## config.mk

```make
export PLATFORM = sky130hd
export DESIGN_NAME = ssl_supply_regs
export DESIGN_NICKNAME = d
export VERILOG_FILES = /design/src/ssl_pkg.sv /design/src/ssl_strap_decode.sv /design/src/ssl_supply_regs.sv /design/src/ssl_sync.sv
export SDC_FILE = /design/constraint.sdc
export NUM_CORES = 1
export LEC_CHECK = 0
export ABC_AREA = 1
export BUFFER_PORTS_ARGS = -buffer_cell sky130_fd_sc_hd__clkbuf_2
export CAP_MARGIN = 20
export CORE_MARGIN = 3
export CORE_UTILIZATION = 45
export CTS_CLUSTER_SIZE = 30
export DETAILED_ROUTE_END_ITERATION = 16
export HOLD_SLACK_MARGIN = 0.05
export PLACE_DENSITY = 0.82
export RECOVER_POWER = 50
export SLEW_MARGIN = 5
export SYNTH_ARGS = -nofsm -noshare
export SYNTH_HDL_FRONTEND = slang
export SYNTH_SLANG_ARGS = --single-unit
export TNS_END_PERCENT = 20
```

## constraint.sdc

```tcl
create_clock -name clock_i -period 1.1 [get_ports clock_i]
set_input_delay 0 -clock clock_i [delete_from_list [all_inputs] [get_ports clock_i]]
set_output_delay 0 -clock clock_i [all_outputs]
set_load 0.02 [all_outputs]
```

## src/ssl_pkg.sv

```systemverilog
package ssl_pkg;
  localparam logic [7:0] SSL_OFF_STATUS = 8'h30;
  localparam logic [7:0] SSL_OFF_CORE_LEVEL = 8'h34;
  localparam logic [7:0] SSL_OFF_PLL_LEVEL = 8'h40;
  localparam logic [7:0] SSL_OFF_IRQ_STATUS = 8'h50;
  localparam logic [7:0] SSL_OFF_IRQ_ENABLE = 8'h54;
  localparam logic [7:0] SSL_OFF_IRQ_CLEAR = 8'h58;
  localparam logic [7:0] SSL_OFF_STRAPS = 8'h5C;
  localparam int SSL_BIT_OSC_STABLE = 24;
  localparam int SSL_BIT_PLL_GOOD = 19;
  localparam int SSL_BIT_CORE_GOOD = 16;
  localparam int SSL_BIT_ANA_ILIM = 9;
  localparam int SSL_BIT_CORE_ILIM = 8;
  localparam int SSL_BIT_ANA_SOFT = 1;
  localparam int SSL_BIT_CORE_SOFT = 0;
  localparam int SSL_CORE_LEVEL_W = 7;
  localparam int SSL_PLL_LEVEL_W = 3;
  localparam int SSL_NUM_FLAGS = 7;
  localparam int SSL_STRAP_W = 2;
  localparam logic [31:0] SSL_STATUS_MASK = 32'h0109_0303;
  localparam logic [31:0] SSL_UNMAPPED_DATA = 32'h0000_0000;
  localparam logic [6:0] SSL_CORE_LEVEL_MAX = 7'h46;
  // Cycles after reset until the strap sync holds pin values
  localparam logic [1:0] SSL_STRAP_SETTLE = 2'h2;
  // Reset level codes, indexed by strap setting
  localparam logic [3:0][6:0] SSL_STRAP_CORE_LEVEL = {7'h37, 7'h32, 7'h2D, 7'h28};
  localparam logic [3:0][2:0] SSL_STRAP_PLL_LEVEL = {3'h6, 3'h6, 3'h5, 3'h4};
endpackage

```

## src/ssl_strap_decode.sv

```systemverilog
`timescale 1ns/1ps
module ssl_strap_decode (
  input wire logic [ssl_pkg::SSL_STRAP_W-1:0] strap_i,
  output logic [ssl_pkg::SSL_CORE_LEVEL_W-1:0] core_level_o,
  output logic [ssl_pkg::SSL_PLL_LEVEL_W-1:0] pll_level_o
);
  // Default codes per strap setting; core code n is 0.60 V + n*10 mV
  always_comb begin
    core_level_o = ssl_pkg::SSL_STRAP_CORE_LEVEL[strap_i];
    pll_level_o = ssl_pkg::SSL_STRAP_PLL_LEVEL[strap_i];
  end
endmodule // ssl_strap_decode

```

## src/ssl_supply_regs.sv

```systemverilog
`timescale 1ns/1ps
// What this block does, and what software must do
// Bit 24 shows oscillator stable, read-only
// Bit 19 shows PLL supply rail good
// Bit 16 shows core supply rail good
// Bits 9/8 show converter current limiting
// Bits 1/0 show converter soft-start
// Status word at 0x30 is read-only, live
// Core level bits 6:0, 0.60 V + n*10 mV
// Level fields reset to strap-chosen codes
// Software ramps core level 10 mV per microsecond
// PLL level bits 2:0, 0.6 V + n*100 mV
// Software raises PLL level one code at a time
// Each converter or regulator feeds its own rail
// Reserved bits ignore writes, read zero
module ssl_supply_regs (
  input wire logic clock_i,
  input wire logic resetn_i,
  input wire logic [7:0] avs_address_i,
  input wire logic avs_read_i,
  input wire logic avs_write_i,
  input wire logic [31:0] avs_writedata_i,
  input wire logic [3:0] avs_byteenable_i,
  output logic [31:0] avs_readdata_o,
  output logic avs_waitrequest_o,
  input wire logic [ssl_pkg::SSL_STRAP_W-1:0] strap_i,
  input wire logic osc_stable_i,
  input wire logic pll_supply_rail_good_i,
  input wire logic core_supply_rail_good_i,
  input wire logic analogue_buck_converter_ilim_i,
  input wire logic core_buck_converter_ilim_i,
  input wire logic analogue_buck_converter_soft_i,
  input wire logic core_buck_converter_soft_i,
  output logic [ssl_pkg::SSL_CORE_LEVEL_W-1:0] core_buck_converter_level_o,
  output logic [ssl_pkg::SSL_PLL_LEVEL_W-1:0] pll_linear_regulator_level_o,
  output logic irq_o
);
  localparam int NF = ssl_pkg::SSL_NUM_FLAGS;
  localparam int CW = ssl_pkg::SSL_CORE_LEVEL_W;
  localparam int PW = ssl_pkg::SSL_PLL_LEVEL_W;
  localparam int SW = ssl_pkg::SSL_STRAP_W;

  typedef struct packed {
    logic [CW-1:0] core_level;
    logic [PW-1:0] pll_level;
    logic [NF-1:0] flags_prev;
    logic [NF-1:0] irq_status;
    logic [NF-1:0] irq_enable;
    logic [SW-1:0] strap_latched;
    logic [1:0] settle;
    logic ack;
    logic [31:0] rdata;
  } ssl_state_t;

  ssl_state_t state;
  ssl_state_t next_state;

  logic [NF-1:0] flags_raw;
  logic [NF-1:0] flags;
  logic [SW-1:0] strap_sync;
  logic [CW-1:0] strap_core;
  logic [PW-1:0] strap_pll;
  logic [31:0] status_word;
  logic [NF-1:0] flag_change;
  logic [NF-1:0] clear_hit;
  logic access;

  // Byte-enable merge of a write into a narrow field held in the low byte
  function automatic logic [7:0] ssl_merge_low(input logic [7:0] old_v,
                                               input logic [31:0] wdata,
                                               input logic [3:0] be);
    ssl_merge_low = be[0] ? wdata[7:0] : old_v;
  endfunction

  // Packs a flag vector into the status word layout
  function automatic logic [31:0] ssl_pack_status(input logic [NF-1:0] f);
    logic [31:0] w;
    w = 32'h0000_0000;
    w[ssl_pkg::SSL_BIT_CORE_SOFT] = f[0];
    w[ssl_pkg::SSL_BIT_ANA_SOFT] = f[1];
    w[ssl_pkg::SSL_BIT_CORE_ILIM] = f[2];
    w[ssl_pkg::SSL_BIT_ANA_ILIM] = f[3];
    w[ssl_pkg::SSL_BIT_CORE_GOOD] = f[4];
    w[ssl_pkg::SSL_BIT_PLL_GOOD] = f[5];
    w[ssl_pkg::SSL_BIT_OSC_STABLE] = f[6];
    ssl_pack_status = w & ssl_pkg::SSL_STATUS_MASK;
  endfunction

  // Analogue indications arrive unsynchronised
  assign flags_raw = {osc_stable_i, pll_supply_rail_good_i, core_supply_rail_good_i,
                      analogue_buck_converter_ilim_i, core_buck_converter_ilim_i,
                      analogue_buck_converter_soft_i, core_buck_converter_soft_i};

  ssl_sync #(
    .WIDTH(NF)
  ) u_flag_sync (
    .clock_i(clock_i),
    .resetn_i(resetn_i),
    .async_i(flags_raw),
    .sync_o(flags)
  );

  ssl_sync #(
    .WIDTH(SW)
  ) u_strap_sync (
    .clock_i(clock_i),
    .resetn_i(resetn_i),
    .async_i(strap_i),
    .sync_o(strap_sync)
  );

  ssl_strap_decode u_strap_decode (
    .strap_i(strap_sync),
    .core_level_o(strap_core),
    .pll_level_o(strap_pll)
  );

  assign status_word = ssl_pack_status(flags);
  assign flag_change = flags ^ state.flags_prev;
  assign access = (avs_read_i || avs_write_i) && !state.ack;
  assign clear_hit = (avs_write_i && state.ack
                      && avs_address_i == ssl_pkg::SSL_OFF_IRQ_CLEAR)
                     ? avs_writedata_i[NF-1:0] : '0;

  always_comb begin
    logic [7:0] merged;
    merged = 8'h00;
    next_state = state;
    next_state.flags_prev = flags;
    next_state.ack = access;
    // Set wins over a clear landing in the same cycle
    next_state.irq_status = (state.irq_status & ~clear_hit) | flag_change;
    // Straps are caught once, only when the sync stages hold pin values
    // rather than their reset zeros; flag edges seen while settling are dropped
    if (state.settle != 2'h3) begin
      next_state.settle = state.settle + 2'h1;
      next_state.irq_status = '0;
    end
    if (state.settle == ssl_pkg::SSL_STRAP_SETTLE) begin
      next_state.strap_latched = strap_sync;
      next_state.core_level = CW'(strap_core);
      next_state.pll_level = PW'(strap_pll);
    end
    // Writes land at the accepting edge, where waitrequest is low
    if (state.ack && avs_write_i) begin
      case (avs_address_i)
        ssl_pkg::SSL_OFF_CORE_LEVEL: begin
          merged = ssl_merge_low({1'b0, state.core_level}, avs_writedata_i,
                                 avs_byteenable_i);
          next_state.core_level = merged[CW-1:0];
        end
        ssl_pkg::SSL_OFF_PLL_LEVEL: begin
          merged = ssl_merge_low({5'h00, state.pll_level}, avs_writedata_i,
                                 avs_byteenable_i);
          next_state.pll_level = merged[PW-1:0];
        end
        ssl_pkg::SSL_OFF_IRQ_ENABLE: begin
          merged = ssl_merge_low({1'b0, state.irq_enable}, avs_writedata_i,
                                 avs_byteenable_i);
          next_state.irq_enable = merged[NF-1:0];
        end
        // Status is read-only: writes there are dropped
        ssl_pkg::SSL_OFF_STATUS: begin
          next_state.core_level = next_state.core_level;
        end
        default: begin
          next_state.core_level = next_state.core_level;
        end
      endcase
    end
    next_state.rdata = 32'h0000_0000;
    if (access && avs_read_i) begin
      case (avs_address_i)
        ssl_pkg::SSL_OFF_STATUS: next_state.rdata = status_word;
        ssl_pkg::SSL_OFF_CORE_LEVEL: next_state.rdata = {25'h000_0000, state.core_level};
        ssl_pkg::SSL_OFF_PLL_LEVEL: next_state.rdata = {29'h0000_0000, state.pll_level};
        ssl_pkg::SSL_OFF_IRQ_STATUS: next_state.rdata = {25'h000_0000, state.irq_status};
        ssl_pkg::SSL_OFF_IRQ_ENABLE: next_state.rdata = {25'h000_0000, state.irq_enable};
        ssl_pkg::SSL_OFF_STRAPS: next_state.rdata = {30'h0000_0000, state.strap_latched};
        default: next_state.rdata = ssl_pkg::SSL_UNMAPPED_DATA;
      endcase
    end
    if (!resetn_i) begin
      next_state = '0;
    end
  end

  always_ff @(posedge clock_i) begin
    state <= next_state;
  end

  // One wait cycle per access; the answer stands at the edge where wait drops
  assign avs_waitrequest_o = (avs_read_i || avs_write_i) && !state.ack;
  assign avs_readdata_o = state.rdata;
  // Level codes drive the converters directly; slew is up to software
  assign core_buck_converter_level_o = state.core_level;
  assign pll_linear_regulator_level_o = state.pll_level;
  assign irq_o = |(state.irq_status & state.irq_enable);
endmodule // ssl_supply_regs

```

## src/ssl_sync.sv

```systemverilog
`timescale 1ns/1ps
module ssl_sync #(
  parameter int WIDTH = 1
) (
  input wire logic clock_i,
  input wire logic resetn_i,
  input wire logic [WIDTH-1:0] async_i,
  output logic [WIDTH-1:0] sync_o
);
  typedef struct packed {
    logic [WIDTH-1:0] first;
    logic [WIDTH-1:0] second;
  } ssl_sync_state_t;
  ssl_sync_state_t state;
  ssl_sync_state_t next_state;
  // First stage feeds only the second stage
  always_comb begin
    next_state.first = async_i;
    next_state.second = state.first;
    if (!resetn_i) begin
      next_state = '0;
    end
  end
  always_ff @(posedge clock_i) begin
    state <= next_state;
  end
  assign sync_o = state.second;
endmodule // ssl_sync

```

### After elaboration in Yosys (flattened, before gate mapping)

Cells that the tools add are included.

| word-level totals | value |
|---|---|
| register bits | 86 |
| bits of input ports | 57 |
| output and inout bits | 44 |
| word-level logic and storage cells | 54 |

| cells by class | value |
|---|---|
| add/sub/neg operators | 1 |
| magnitude comparators | 1 |
| equal/unequal tests | 11 |
| mux-type cells | 12 |
| bitwise logic cells | 6 |
| reductions and logical operators | 10 |

Operators by type and width:

| cell | number |
|---|---|
| one-hot mux 25 bit (6 select lines) | 1 |
| == test 8 x 7 -> 1 bit, second input constant | 5 |
| two-way mux 7 bit | 4 |
| two-way mux 10 bit | 2 |
| == test 8 x 6 -> 1 bit, second input constant | 2 |
| bitwise AND 7 bit | 2 |
| binary-select mux 7 bit (select 2 bit) | 1 |
| two-way mux 3 bit | 3 |
| inverter 7 bit | 1 |
| bitwise OR 7 bit | 1 |
| OR reduction 7 bit | 1 |
| XOR 7 bit | 1 |
| binary-select mux 3 bit (select 2 bit) | 1 |
| != test 3 bit, second input constant | 2 |
| logical AND 1 bit | 4 |
| < comparator 2 x 3 -> 1 bit, second input constant | 1 |
| AND reduction 3 bit | 1 |
| adder 2 x 1 -> 2 bit, second input constant | 1 |
| == test 2 bit, second input constant | 1 |
| != test 2 bit, second input constant | 1 |
| AND reduction 2 bit | 1 |
| OR reduction 2 bit | 1 |
| logical NOT 1 bit | 1 |
| logical OR 1 bit | 1 |
| inverter 1 bit | 1 |

### Depth between registers and ports, before layout

Gate-level depths: netlist of run 1.

| logic depth | value |
|---|---|
| depth after elaboration | 6 |
| mapped depth | 10 |
| gate-level depth less buffers | 9 |

### Hierarchy

A second synthesis of run 1 with hierarchy kept.

| unflattened totals | value |
|---|---|
| cells, all modules | 474 |
| area total of the unflattened synthesis | 3352.0 um^2 |

Modules (own cells, without submodules):

| module | times used | cells each | area each (um^2) | sequential area each (um^2) |
|---|---|---|---|---|
| ssl_supply_regs | 1 | 397 | 2696.3 | 960.9 |
| ssl_sync (u_flag_sync) | 1 | 50 | 449.2 | 280.3 |
| ssl_sync (u_strap_sync) | 1 | 14 | 125.1 | 80.1 |
| ssl_strap_decode | 1 | 13 | 81.3 | 0.0 |

### Worst setup path before layout of run 1

OpenSTA, ideal clock, no wires.

| timing | value |
|---|---|
| kind | register to register |
| start point | reg state[33] in the netlist's numbering |
| end point | reg state, in the netlist core_buck_converter_level_o[1] |
| setup time | 0.135 ns |
| arrival time | 1.071 ns |
| data required time | 0.965 ns |
| slack | -0.106 ns |
| cell stages (with the launch flop) | 9 |
| path buffers | 0 |
| period minus slack after synthesis | 1.206 ns |
| cell sequence | dfxtp_1 -> inv_1 -> ha_1 -> nand2_1 -> inv_1 -> a21oi_1 -> nand2_1 -> o21ai_0 -> a21oi_1 |

| between the ends | value |
|---|---|
| longest elaborated chain between the ends | 4 |

Ends and longest elaborated chain:

| what | RTL line | RTL |
|---|---|---|
| start, declared | ssl_supply_regs.sv:55 | `ssl_state_t state;` |
| start signal, assigned | ssl_supply_regs.sv:189 | `state <= next_state;` |
| == test 2 bit (*) | ssl_supply_regs.sv:139 | `if (state.settle == ssl_pkg::SSL_STRAP_SETTLE) begin` |
| two-way mux 10 bit (*) | ssl_supply_regs.sv:139 |  |
| two-way mux 7 bit | ssl_supply_regs.sv:146 | `case (avs_address_i)` |
| two-way mux 10 bit (*) | ssl_supply_regs.sv:145 | `if (state.ack && avs_write_i) begin` |

Every way passes the cells marked *; elsewhere a longest branch is shown, timed or not.
A chain may end at the register's enable or synchronous reset.

### Final worst setup path of run 1

| timing | value |
|---|---|
| start point | reg state[47] in the netlist's numbering |
| end point | out irq_o |

| between the ends | value |
|---|---|
| longest elaborated chain between the ends | 2 |

Ends and longest elaborated chain:

| what | RTL line | RTL |
|---|---|---|
| bitwise AND 7 bit | ssl_supply_regs.sv:198 | `assign irq_o = \|(state.irq_status & state.irq_enable);` |
| OR reduction 7 bit | ssl_supply_regs.sv:198 |  |
| end, declared | ssl_supply_regs.sv:36 | `output logic irq_o` |

No other way between the ends.

==> metrics.log, run 1 <==
[metrics] category of the most critical setup path: reg2out
[metrics] sequential cell area: 1331 um2
[metrics] largest vdd supply drop: 0.7545 mV
[metrics] post-synth cell types: 30
[metrics] Post-Route Utilization: 65.29%
[metrics] Critical-path top delay cell: dfxtp_2
[metrics] reported net switching power: 1570 uW
[metrics] count of warnings emitted by yosys: 0
[metrics] post-synthesis instance area: 3177 um2
[metrics] DRT Wirelength: 8591 um
[metrics] Total Nets Final: 587
[metrics] endpoint of the lowest-slack register-to-register path: state[37]
[metrics] die area: 8104 um2
[metrics] maximum number of pins on one net before global-route repair: 21
[metrics] buffer type at the clock tree root: clkbuf_8
[metrics] Hold Startpoint: avs_address_i[0]
[metrics] Place WS: -0.2062 ns
[metrics] Final Hold Fails: 0
[metrics] Max Cap Viol: 0
[metrics] floorplan row count: 29
[metrics] total of buffers placed on input and output ports: 52
[metrics] Area growth, synth to finish: 35.72%
[metrics] final sum of negative setup slack: -1.281 ns
[metrics] sequential share of power: 44.8%
[metrics] Worst Max-Slew Pin Slew: 0.7896 ns
[metrics] routed length per instance: 13.72 um
[metrics] Clock Skews: 0.01053 ns
[metrics] hold crit path type: in2reg
[metrics] Core ar.: 6604 um2
[metrics] drc violations: 0
[metrics] global route total overflow: 0
[metrics] diode insertion count for antenna repair: 0
[metrics] relative slew slack: 47.36%
[metrics] vias after detailed routing: 3062
[metrics] part of the cycle the worst path needs: 124.7%
[metrics] antenna violations before repair: 0
[metrics] part of the Yosys area used for sequential elements: 41.59%
[metrics] remaining antenna violation count: 0
[metrics] number of buffers and inverters on the critical path: 1
[metrics] wire length of the first global-routing pass: 12810 um
[metrics] clock sink count: 66
[metrics] initial DRC count: 300
[metrics] fill count: 535
[metrics] CTS tree: done
[metrics] fraction of registers with async set or reset after synthesis: 0%
[metrics] shortest period the worst path allows: 1.372 ns
[metrics] Internal: 4125 uW
[metrics] post-detail-place hpwl: 5595 um
[metrics] worst hold endpoint: core_buck_converter_level_o[6]
[metrics] predominant post-synthesis flop cell: dfxtp_1
[metrics] clock buffers created by TritonCTS: 9
[metrics] critical-path maximum fanout: 2
[metrics] setup slack of the worst register-to-register path: -0.10 ns
[metrics] violated checks: negative setup slack
[metrics] switching power as a share of total power: 27.56%
[metrics] worst-case reg-to-reg path depth: 6
[metrics] average instance area after synthesis: 7.303 um2
[metrics] outcome: finished, violations left
[metrics] max incr delay on CP: 0.33 ns
[metrics] RSZ-0062 raised after global routing: true
[metrics] Clk Latency, worst-skew pair: 0.35 ns
[metrics] share of post-route cells with drive strength above 1: 35.65%
[metrics] number of enable flip-flop cells after synthesis: 0
[metrics] Worst setup EP type: output pin
[metrics] count of state elements after synthesis: 66
[metrics] number of ports placed on the die boundary: 101
[metrics] DR vias/cell: 4.891
[metrics] total area of multi-input combinational cells: 1577 um2
[metrics] data arrival time of the critical path: 1.37 ns
[metrics] vias in the first global route: 2755
[metrics] launching element type of the critical path: flip-flop
[metrics] Tot GR Track Use: 19.81%
[metrics] RD Place Congestion: 0.8934
[metrics] Horiz. Die Dim: 90.02 um
[metrics] part of the total power dissipated in the clock network: 40.7%
[metrics] cells along the critical path: nand2_1 > nand2_2 > a221oi_2 > nand4_1 > clkbuf_8
[metrics] Leak: 0.002241 uW
[metrics] number of iterations in the first detailed-routing pass: 6
[metrics] power share of the combinational group: 14.6%
[metrics] power density cells: 1321 nW/um2
[metrics] Final Slew Violations: 0
[metrics] Cells after Synth: 435
[metrics] H-tree levels: 3
[metrics] setup slack of the critical path after layout: -0.2717 ns
[metrics] required time reported for the critical path endpoint: 1.10 ns
[metrics] fmax: 729.0 MHz
[metrics] Hold Path Stages: 6
[metrics] CTS clk-pin slew, worst paths: 0.08 ns
[metrics] # setup viols final: 22
[metrics] Clock Tree Buf Depth: 2
[metrics] cell family contributing the most delay on the critical path: flip-flops
[metrics] starting utilization of the core area: 48.11%
[metrics] Hold Slack: 0.1015 ns
[metrics] Reg-to-Reg Start: state[32]
[metrics] vertical extent of the die: 90.02 um
==> worst max-delay path by stage <==
stage | from | endpoint | depth (start not counted)
floorplan | state[32] | state[41] | 6
global placement | state[32] | avs_readdata_o[0] | 5
detailed placement | state[32] | avs_readdata_o[0] | 5
CTS | state[43] | irq_o | 5
global route | state[47] | irq_o | 5
finish | state[47] | irq_o | 5
==> worst reg2reg max path: cells and delay by family, from the launching register on <==
kind	cells	cell delay (ns)
and+or+nand+nor	5	0.62
DFF	1	0.37
buffers and inverters	1	0.14
==> Yosys cell counts (all sizes together) (7+ instances only) <==
cell | n | area, um2
nor2 | 41 | 200.2
dfxtp | 66 | 1321
o21ai | 17 | 85.08
nor3b | 11 | 92.58
nand4 | 7 | 43.79
a21oi | 19 | 95.09
buf | 47 | 349.1
nand2 | 106 | 422.9
nand3 | 29 | 145.1
xnor2 | 7 | 61.31
inv | 72 | 272.8
==> what timing repair did <==
item	CTS	global route
setup endpoints to repair	39	41
pin swaps	8	21
buffers inserted	7	1
resized for setup	58	41
hold buffers	17	0
endpoints found under the hold margin	27	0
cloned	1	0
==> sequential cells by signal, summed over array words and instances, names as in the netlist <==
signal,flops
avs_readdata_o,12
core_buck_converter_level_o,7
pll_linear_regulator_level_o,3
state,26
u_flag_sync.state,7
u_flag_sync.sync_o,7
u_strap_sync.state,2
u_strap_sync.sync_o,2
==> cell families after synthesis <==
logic type	count (synthesis)	share of synthesized area, %
fa+ha+maj	2	0.7876
xor+xnor	7	1.930
flops	66	41.59
buf+inv	122	19.93
other cells	1	0.1180
compound gates	39	6.420
simple gates	198	29.22
==> layout by cell type, fill, tap and decap left out, drive strengths merged, types with 4 or more instances in the layout <==
master / netlist / final
dlygate4sd3: 0 / 17
inv: 72 / 73
clkinv: 0 / 4
buf: 47 / 43
nand2: 106 / 107
clkbuf: 3 / 61
nor3b: 11 / 11
xnor2: 7 / 7
a21oi: 19 / 19
dfxtp: 66 / 66
conb: 1 / 20
nand4: 7 / 7
nand3: 29 / 29
nor2: 41 / 41
o21ai: 17 / 17
==> per-layer routing <==
layer | global-route usage (%) | vias to the layer above | part of all wire, % | wire length, um
li1 | - | 1465 | - | -
met3 | 5.175 | 38 | 8.7 | 750
met4 | 11.61 | 0 | 4.6 | 399
met1 | 22.56 | 1397 | 39 | 3308
met5 | 0 | - | 0 | 0
met2 | 33.35 | 162 | 48 | 4134
==> power groups by stage <==
stage,Sequential [uW],Clock [uW],Combinational (uW)
after floorplan,2570,0,470
after global placement,2580,0,626
after detailed placement,2590,0,638
after CTS,2540,2350,770
after global routing,2560,2450,896
final,2550,2320,830
==> cell type report <==
cell class	instances	area share (%)
sequential	66	30.88
multi-input combinational	267	36.56
clock buffer	9	2.873
tap	93	2.699
clock inverter	7	2.380
timing repair buffer	112	18.17
inverter	72	6.442
==> stage by stage <==
stage	cells	cell area, um2	power (uW)
finish	626	4312	5694
CTS	625	4187	5653
global placement	584	3538	3208
detailed placement	584	3538	3224
global route	626	4312	5901
floorplan	454	3259	3044
No activity file was read; power rests on OpenSTA's default activity.
==> run 2: changes to the inputs <==
--- a/config.mk
+++ b/config.mk
@@ -7,13 +7,13 @@
 export LEC_CHECK = 0
 export ABC_AREA = 1
 export BUFFER_PORTS_ARGS = -buffer_cell sky130_fd_sc_hd__clkbuf_2
-export CAP_MARGIN = 20
+export CAP_MARGIN = 40
 export CORE_MARGIN = 3
 export CORE_UTILIZATION = 45
 export CTS_CLUSTER_SIZE = 30
 export DETAILED_ROUTE_END_ITERATION = 16
 export HOLD_SLACK_MARGIN = 0.05
-export PLACE_DENSITY = 0.82
+export PLACE_DENSITY = 0.75
 export RECOVER_POWER = 50
 export SLEW_MARGIN = 5
 export SYNTH_ARGS = -nofsm -noshare
==> metrics.log, run 2 (synthesis results as in run 1) <==
[metrics] share of post-route cells with drive strength above 1: 31.17%
[metrics] floorplan row count: 29
[metrics] violated checks: negative setup slack
[metrics] drc violations: 0
[metrics] outcome: finished, violations left
[metrics] DRT Wirelength: 7782 um
[metrics] Clock Skews: 0.007622 ns
[metrics] buffer type at the clock tree root: clkbuf_8
[metrics] fmax: 776.0 MHz
[metrics] part of the cycle the worst path needs: 117.2%
[metrics] diode insertion count for antenna repair: 0
[metrics] die area: 8104 um2
[metrics] shortest period the worst path allows: 1.289 ns
[metrics] clock sink count: 66
[metrics] Leak: 0.002150 uW
[metrics] Core ar.: 6604 um2
[metrics] power after layout: 5142 uW
[metrics] setup slack of the critical path after layout: -0.1887 ns
[metrics] Final Slew Violations: 0
[metrics] Hold Slack: 0.08874 ns
[metrics] Clock Tree Buf Depth: 2
[metrics] fill count: 598
[metrics] H-tree levels: 3
[metrics] Clk Latency, worst-skew pair: 0.35 ns
[metrics] Top reg by flops: state
[metrics] Max Cap Viol: 0
[metrics] power density cells: 1250 nW/um2
[metrics] Largest register FFs: 26
[metrics] DR vias/cell: 4.713
[metrics] CTS tree: done
[metrics] Final Hold Fails: 0
[metrics] stages on the worst setup path: 3
[metrics] remaining antenna violation count: 0
[metrics] global route total overflow: 0
[metrics] Area growth, synth to finish: 29.46%
[metrics] maximum number of pins on one net before global-route repair: 36
[metrics] cells along the critical path: a221oi_2 > nand4_1 > buf_4
[metrics] post-detail-place hpwl: 5579 um
[metrics] number of ports placed on the die boundary: 101
[metrics] clock buffers created by TritonCTS: 9
[metrics] largest vdd supply drop: 0.9387 mV
[metrics] wire length of the first global-routing pass: 13120 um
[metrics] RSZ-0062 raised after global routing: true
[metrics] total of buffers placed on input and output ports: 52
[metrics] Place WS: -0.1935 ns
[metrics] antenna violations before repair: 0
[metrics] required time reported for the critical path endpoint: 1.10 ns
[metrics] Horiz. Die Dim: 90.02 um
[metrics] critical-path maximum fanout: 3
[metrics] max incr delay on CP: 0.36 ns
[metrics] vias after detailed routing: 2903
[metrics] routed length per instance: 12.63 um
[metrics] cell area after layout: 4113 um2
[metrics] Total Nets Final: 577
[metrics] commonest cells after routing, fill and taps aside: nand2_1, inv_1, dfxtp_1
[metrics] launching element type of the critical path: flip-flop
[metrics] vias in the first global route: 2875
[metrics] Hold Path Stages: 3
[metrics] data arrival time of the critical path: 1.29 ns
[metrics] cell family contributing the most delay on the critical path: flip-flops
[metrics] worst-case reg-to-reg path depth: 5
[metrics] category of the most critical setup path: reg2out
[metrics] placed cell area: 3501 um2
[metrics] initial DRC count: 289
[metrics] commonest non-fill, non-tap cell in the layout: nand2_1
[metrics] RD Place Congestion: 0.8899
[metrics] Critical-path top delay cell: dfxtp_1
[metrics] number of iterations in the first detailed-routing pass: 6
[metrics] Tot GR Track Use: 19.81%
[metrics] Worst setup EP type: output pin
[metrics] starting utilization of the core area: 48.11%
[metrics] CTS clk-pin slew, worst paths: 0.07 ns
[metrics] vertical extent of the die: 90.02 um
[metrics] # setup viols final: 19
[metrics] number of buffers and inverters on the critical path: 1
[metrics] hold crit path type: in2reg
==> run 2: timing repair <==
| item | CTS | global route |
|---|---|---|
| hold buffers | 19 | 0 |
| endpoints found under the setup margin | 39 | 38 |
| cloned | 0 | 0 |
| gates resized for setup | 35 | 53 |
| pin swaps | 5 | 19 |
| hold endpoints to repair | 26 | 0 |
| setup buffers | 1 | 1 |
==> run 2: final cells by class <==
cell class / instances / area [um2] / share of cell area (%)
clock inverters: 6 / 42.54 / 1.034
repair buffers: 103 / 708.2 / 17.22
multi-input cells: 266 / 1501 / 36.51
inverters: 72 / 287.8 / 6.997
well taps: 93 / 116.4 / 2.829
flip-flops and latches: 66 / 1329 / 32.31
clock buffers: 10 / 127.6 / 3.103
==> run 2: metal layers <==
layer | wire, um | vias to the layer above | part of all wire, % | GRT usage, %
met1 | 3359 | 1295 | 43 | 24.94
met2 | 3647 | 132 | 47 | 31.43
li1 | - | 1451 | - | -
met4 | 205 | 0 | 2.6 | 8.801
met3 | 570 | 25 | 7.3 | 5.760
met5 | 0 | - | 0 | 0
==> run 2: worst paths after layout <==
path,startpoint,endpoint,slack (ns)
hold / removal,avs_write_i,state[32],0.09
setup reg to reg,state[32],avs_readdata_o[16],-0.13
setup / recovery,state[44],irq_o,-0.19
hold reg to reg,u_strap_sync.state[3],u_strap_sync.sync_o[1],0.41
==> run 2: stage by stage <==
stage	setup TNS, ns	utilization (%)	std cells
2_1_floorplan	-0.04579	-	454
3_3_place_gp	-1.813	53.01	579
3_5_place_dp	-3.563	53.01	579
4_1_cts	-0.5310	60.27	615
5_1_grt	-3.456	62.28	616
6_report	-1.261	62.28	616
==> run 2: worst min-delay path: cells and delay by family <==
| family | cells | cell delay, ns |
|---|---|---|
| AO/OA/AOI/OAI | 1 | 0.17 |
| AND/OR/NAND/NOR | 1 | 0.07 |
| buffers and inverters | 1 | 0.14 |
==> run 2: power by group <==
part	leakage, uW	internal (uW)	switching, uW
Combinational	0.00153	347	478
Sequential	0.000540	2480	68.5
Clock	0.0000827	819	949
Total	0.00215	3650	1500
==> run 3: changes to the inputs <==
--- a/config.mk
+++ b/config.mk
@@ -13,6 +13,7 @@
 export CTS_CLUSTER_SIZE = 30
 export DETAILED_ROUTE_END_ITERATION = 16
 export HOLD_SLACK_MARGIN = 0.05
+export MAX_ROUTING_LAYER = met4
 export PLACE_DENSITY = 0.75
 export RECOVER_POWER = 50
 export SLEW_MARGIN = 5
==> metrics.log, run 3 (synthesis results as in run 1) <==
[metrics] RSZ-0062 raised after global routing: true
[metrics] endpoint of the lowest-slack register-to-register path: avs_readdata_o[1]
[metrics] Hold Startpoint: avs_read_i
[metrics] vertical extent of the die: 90.02 um
[metrics] Post-Route Utilization: 62.77%
[metrics] fmax: 758.9 MHz
[metrics] Core ar.: 6604 um2
[metrics] worst-case reg-to-reg path depth: 5
[metrics] Largest register FFs: 26
[metrics] Clock Skews: 0.007239 ns
[metrics] drc violations: 0
[metrics] number of iterations in the first detailed-routing pass: 5
[metrics] largest vdd supply drop: 1.150 mV
[metrics] clock buffers created by TritonCTS: 9
[metrics] violated checks: negative setup slack
[metrics] part of the cycle the worst path needs: 119.8%
[metrics] Horiz. Die Dim: 90.02 um
[metrics] non-filler instance count after layout: 616
[metrics] Top reg by flops: state
[metrics] diode insertion count for antenna repair: 0
[metrics] Leak: 0.002097 uW
[metrics] Final Slew Violations: 0
[metrics] Clock Tree Buf Depth: 2
[metrics] CTS tree: done
[metrics] CTS clk-pin slew, worst paths: 0.08 ns
[metrics] vias after detailed routing: 2880
[metrics] die area: 8104 um2
[metrics] Reg-to-Reg Start: state[32]
[metrics] worst hold endpoint: avs_readdata_o[19]
[metrics] vias in the first global route: 2715
[metrics] setup slack of the critical path after layout: -0.2177 ns
[metrics] busiest metal layer after global routing: met2
[metrics] hold crit path type: in2reg
[metrics] met1 global-route usage: 25.62%
[metrics] launching element type of the critical path: flip-flop
[metrics] wire length of the first global-routing pass: 12960 um
[metrics] maximum number of pins on one net before global-route repair: 22
[metrics] # setup viols final: 16
[metrics] final sum of negative setup slack: -1.293 ns
[metrics] antenna violations before repair: 0
[metrics] commonest cells after routing, fill and taps aside: nand2_1, inv_1, dfxtp_1
[metrics] total of buffers placed on input and output ports: 52
[metrics] clock sink count: 66
[metrics] post-detail-place hpwl: 5538 um
[metrics] Area growth, synth to finish: 30.48%
[metrics] met2 global-route usage: 30.93%
[metrics] placed cells: 577
[metrics] outcome: finished, violations left
[metrics] power density cells: 1406 nW/um2
[metrics] initial DRC count: 186
[metrics] Place WS: -0.1737 ns
[metrics] met3 usage in global routing: 6.344%
[metrics] Total Nets Final: 577
[metrics] setup slack of the worst register-to-register path: -0.12 ns
[metrics] DRT Wirelength: 7766 um
[metrics] share of post-route cells with drive strength above 1: 27.72%
[metrics] required time reported for the critical path endpoint: 1.10 ns
[metrics] Clk Latency, worst-skew pair: 0.34 ns
[metrics] remaining antenna violation count: 0
[metrics] global route total overflow: 0
[metrics] floorplan row count: 29
[metrics] shortest period the worst path allows: 1.318 ns
[metrics] Hold Path Stages: 3
[metrics] number of hold-repair buffers added at the cts stage: 19
[metrics] DR vias/cell: 4.675
[metrics] RD Place Congestion: 0.9268
[metrics] starting utilization of the core area: 48.11%
[metrics] Final Hold Fails: 0
[metrics] Max Cap Viol: 0
[metrics] data arrival time of the critical path: 1.32 ns
[metrics] Worst setup EP type: output pin
[metrics] commonest non-fill, non-tap cell in the layout: nand2_1
[metrics] H-tree levels: 3
[metrics] number of ports placed on the die boundary: 101
[metrics] buffer type at the clock tree root: clkbuf_8
[metrics] critical-path maximum fanout: 2
[metrics] Tot GR Track Use: 20.47%
[metrics] routed length per instance: 12.61 um
[metrics] category of the most critical setup path: reg2out
[run 3: report_power, final]
part	internal, uW	total, uW	switching, uW
Clock	1520	2510	986
Sequential	2480	2540	65.6
Combinational	319	776	456
Total	4320	5830	1510
[run 3: per-layer routing]
metal	vias to the layer above	wire (um)
met1	1283	3322
li1	1447	-
met5	-	0
met2	128	3542
met4	0	257
met3	22	644
[run 3: per-stage QoR]
stage / area (um2) / total power [uW] / hold slack (ns)
finish: 4145 / 5829 / 0.06508
global route: 4145 / 6081 / 0.06225
CTS: 4056 / 5841 / 0.04950
detailed placement: 3486 / 3218 / 0.1841
global placement: 3486 / 3201 / 0.1801
floorplan: 3259 / 3044 / 0.09763
[run 3: final cells by class]
| type | instances | area (um2) |
|---|---|---|
| Multi-Input combinational cell | 267 | 1493 |
| Fill cell | 589 | 2459 |
| Timing Repair Buffer | 102 | 675.6 |
| Clock buffer | 9 | 123.9 |
| Inverter | 72 | 282.8 |
| Clock inverter | 7 | 123.9 |
| Tap cell | 93 | 116.4 |
| Sequential cell | 66 | 1330 |
[run 3: repair_timing]
action	4_1_cts	5_1_grt
pin swaps	7	12
endpoints found under the setup margin	38	36
resized for setup	34	46
buffers inserted	3	1
endpoints found under the hold margin	30	1
gates cloned	0	1
[run 3: how the worst max path moves through the flow]
| stage | startpoint | endpoint | slack, ns |
|---|---|---|---|
| 6_report | state[43] | irq_o | -0.22 |
| 5_1_grt | state[43] | irq_o | -0.33 |
| 3_5_place_dp | state[32] | avs_readdata_o[2] | -0.17 |
| 2_1_floorplan | state[32] | state[41] | -0.02 |
| 3_3_place_gp | state[32] | avs_readdata_o[2] | -0.16 |
| 4_1_cts | state[43] | irq_o | -0.22 |
[run 3: critical path, stage by stage, from the launching register on]
cell      delay (ns)
dfxtp_2         0.32
nand2_1         0.07
nand2_2         0.06
a221oi_2        0.18
nand4_1         0.16
clkbuf_8        0.19
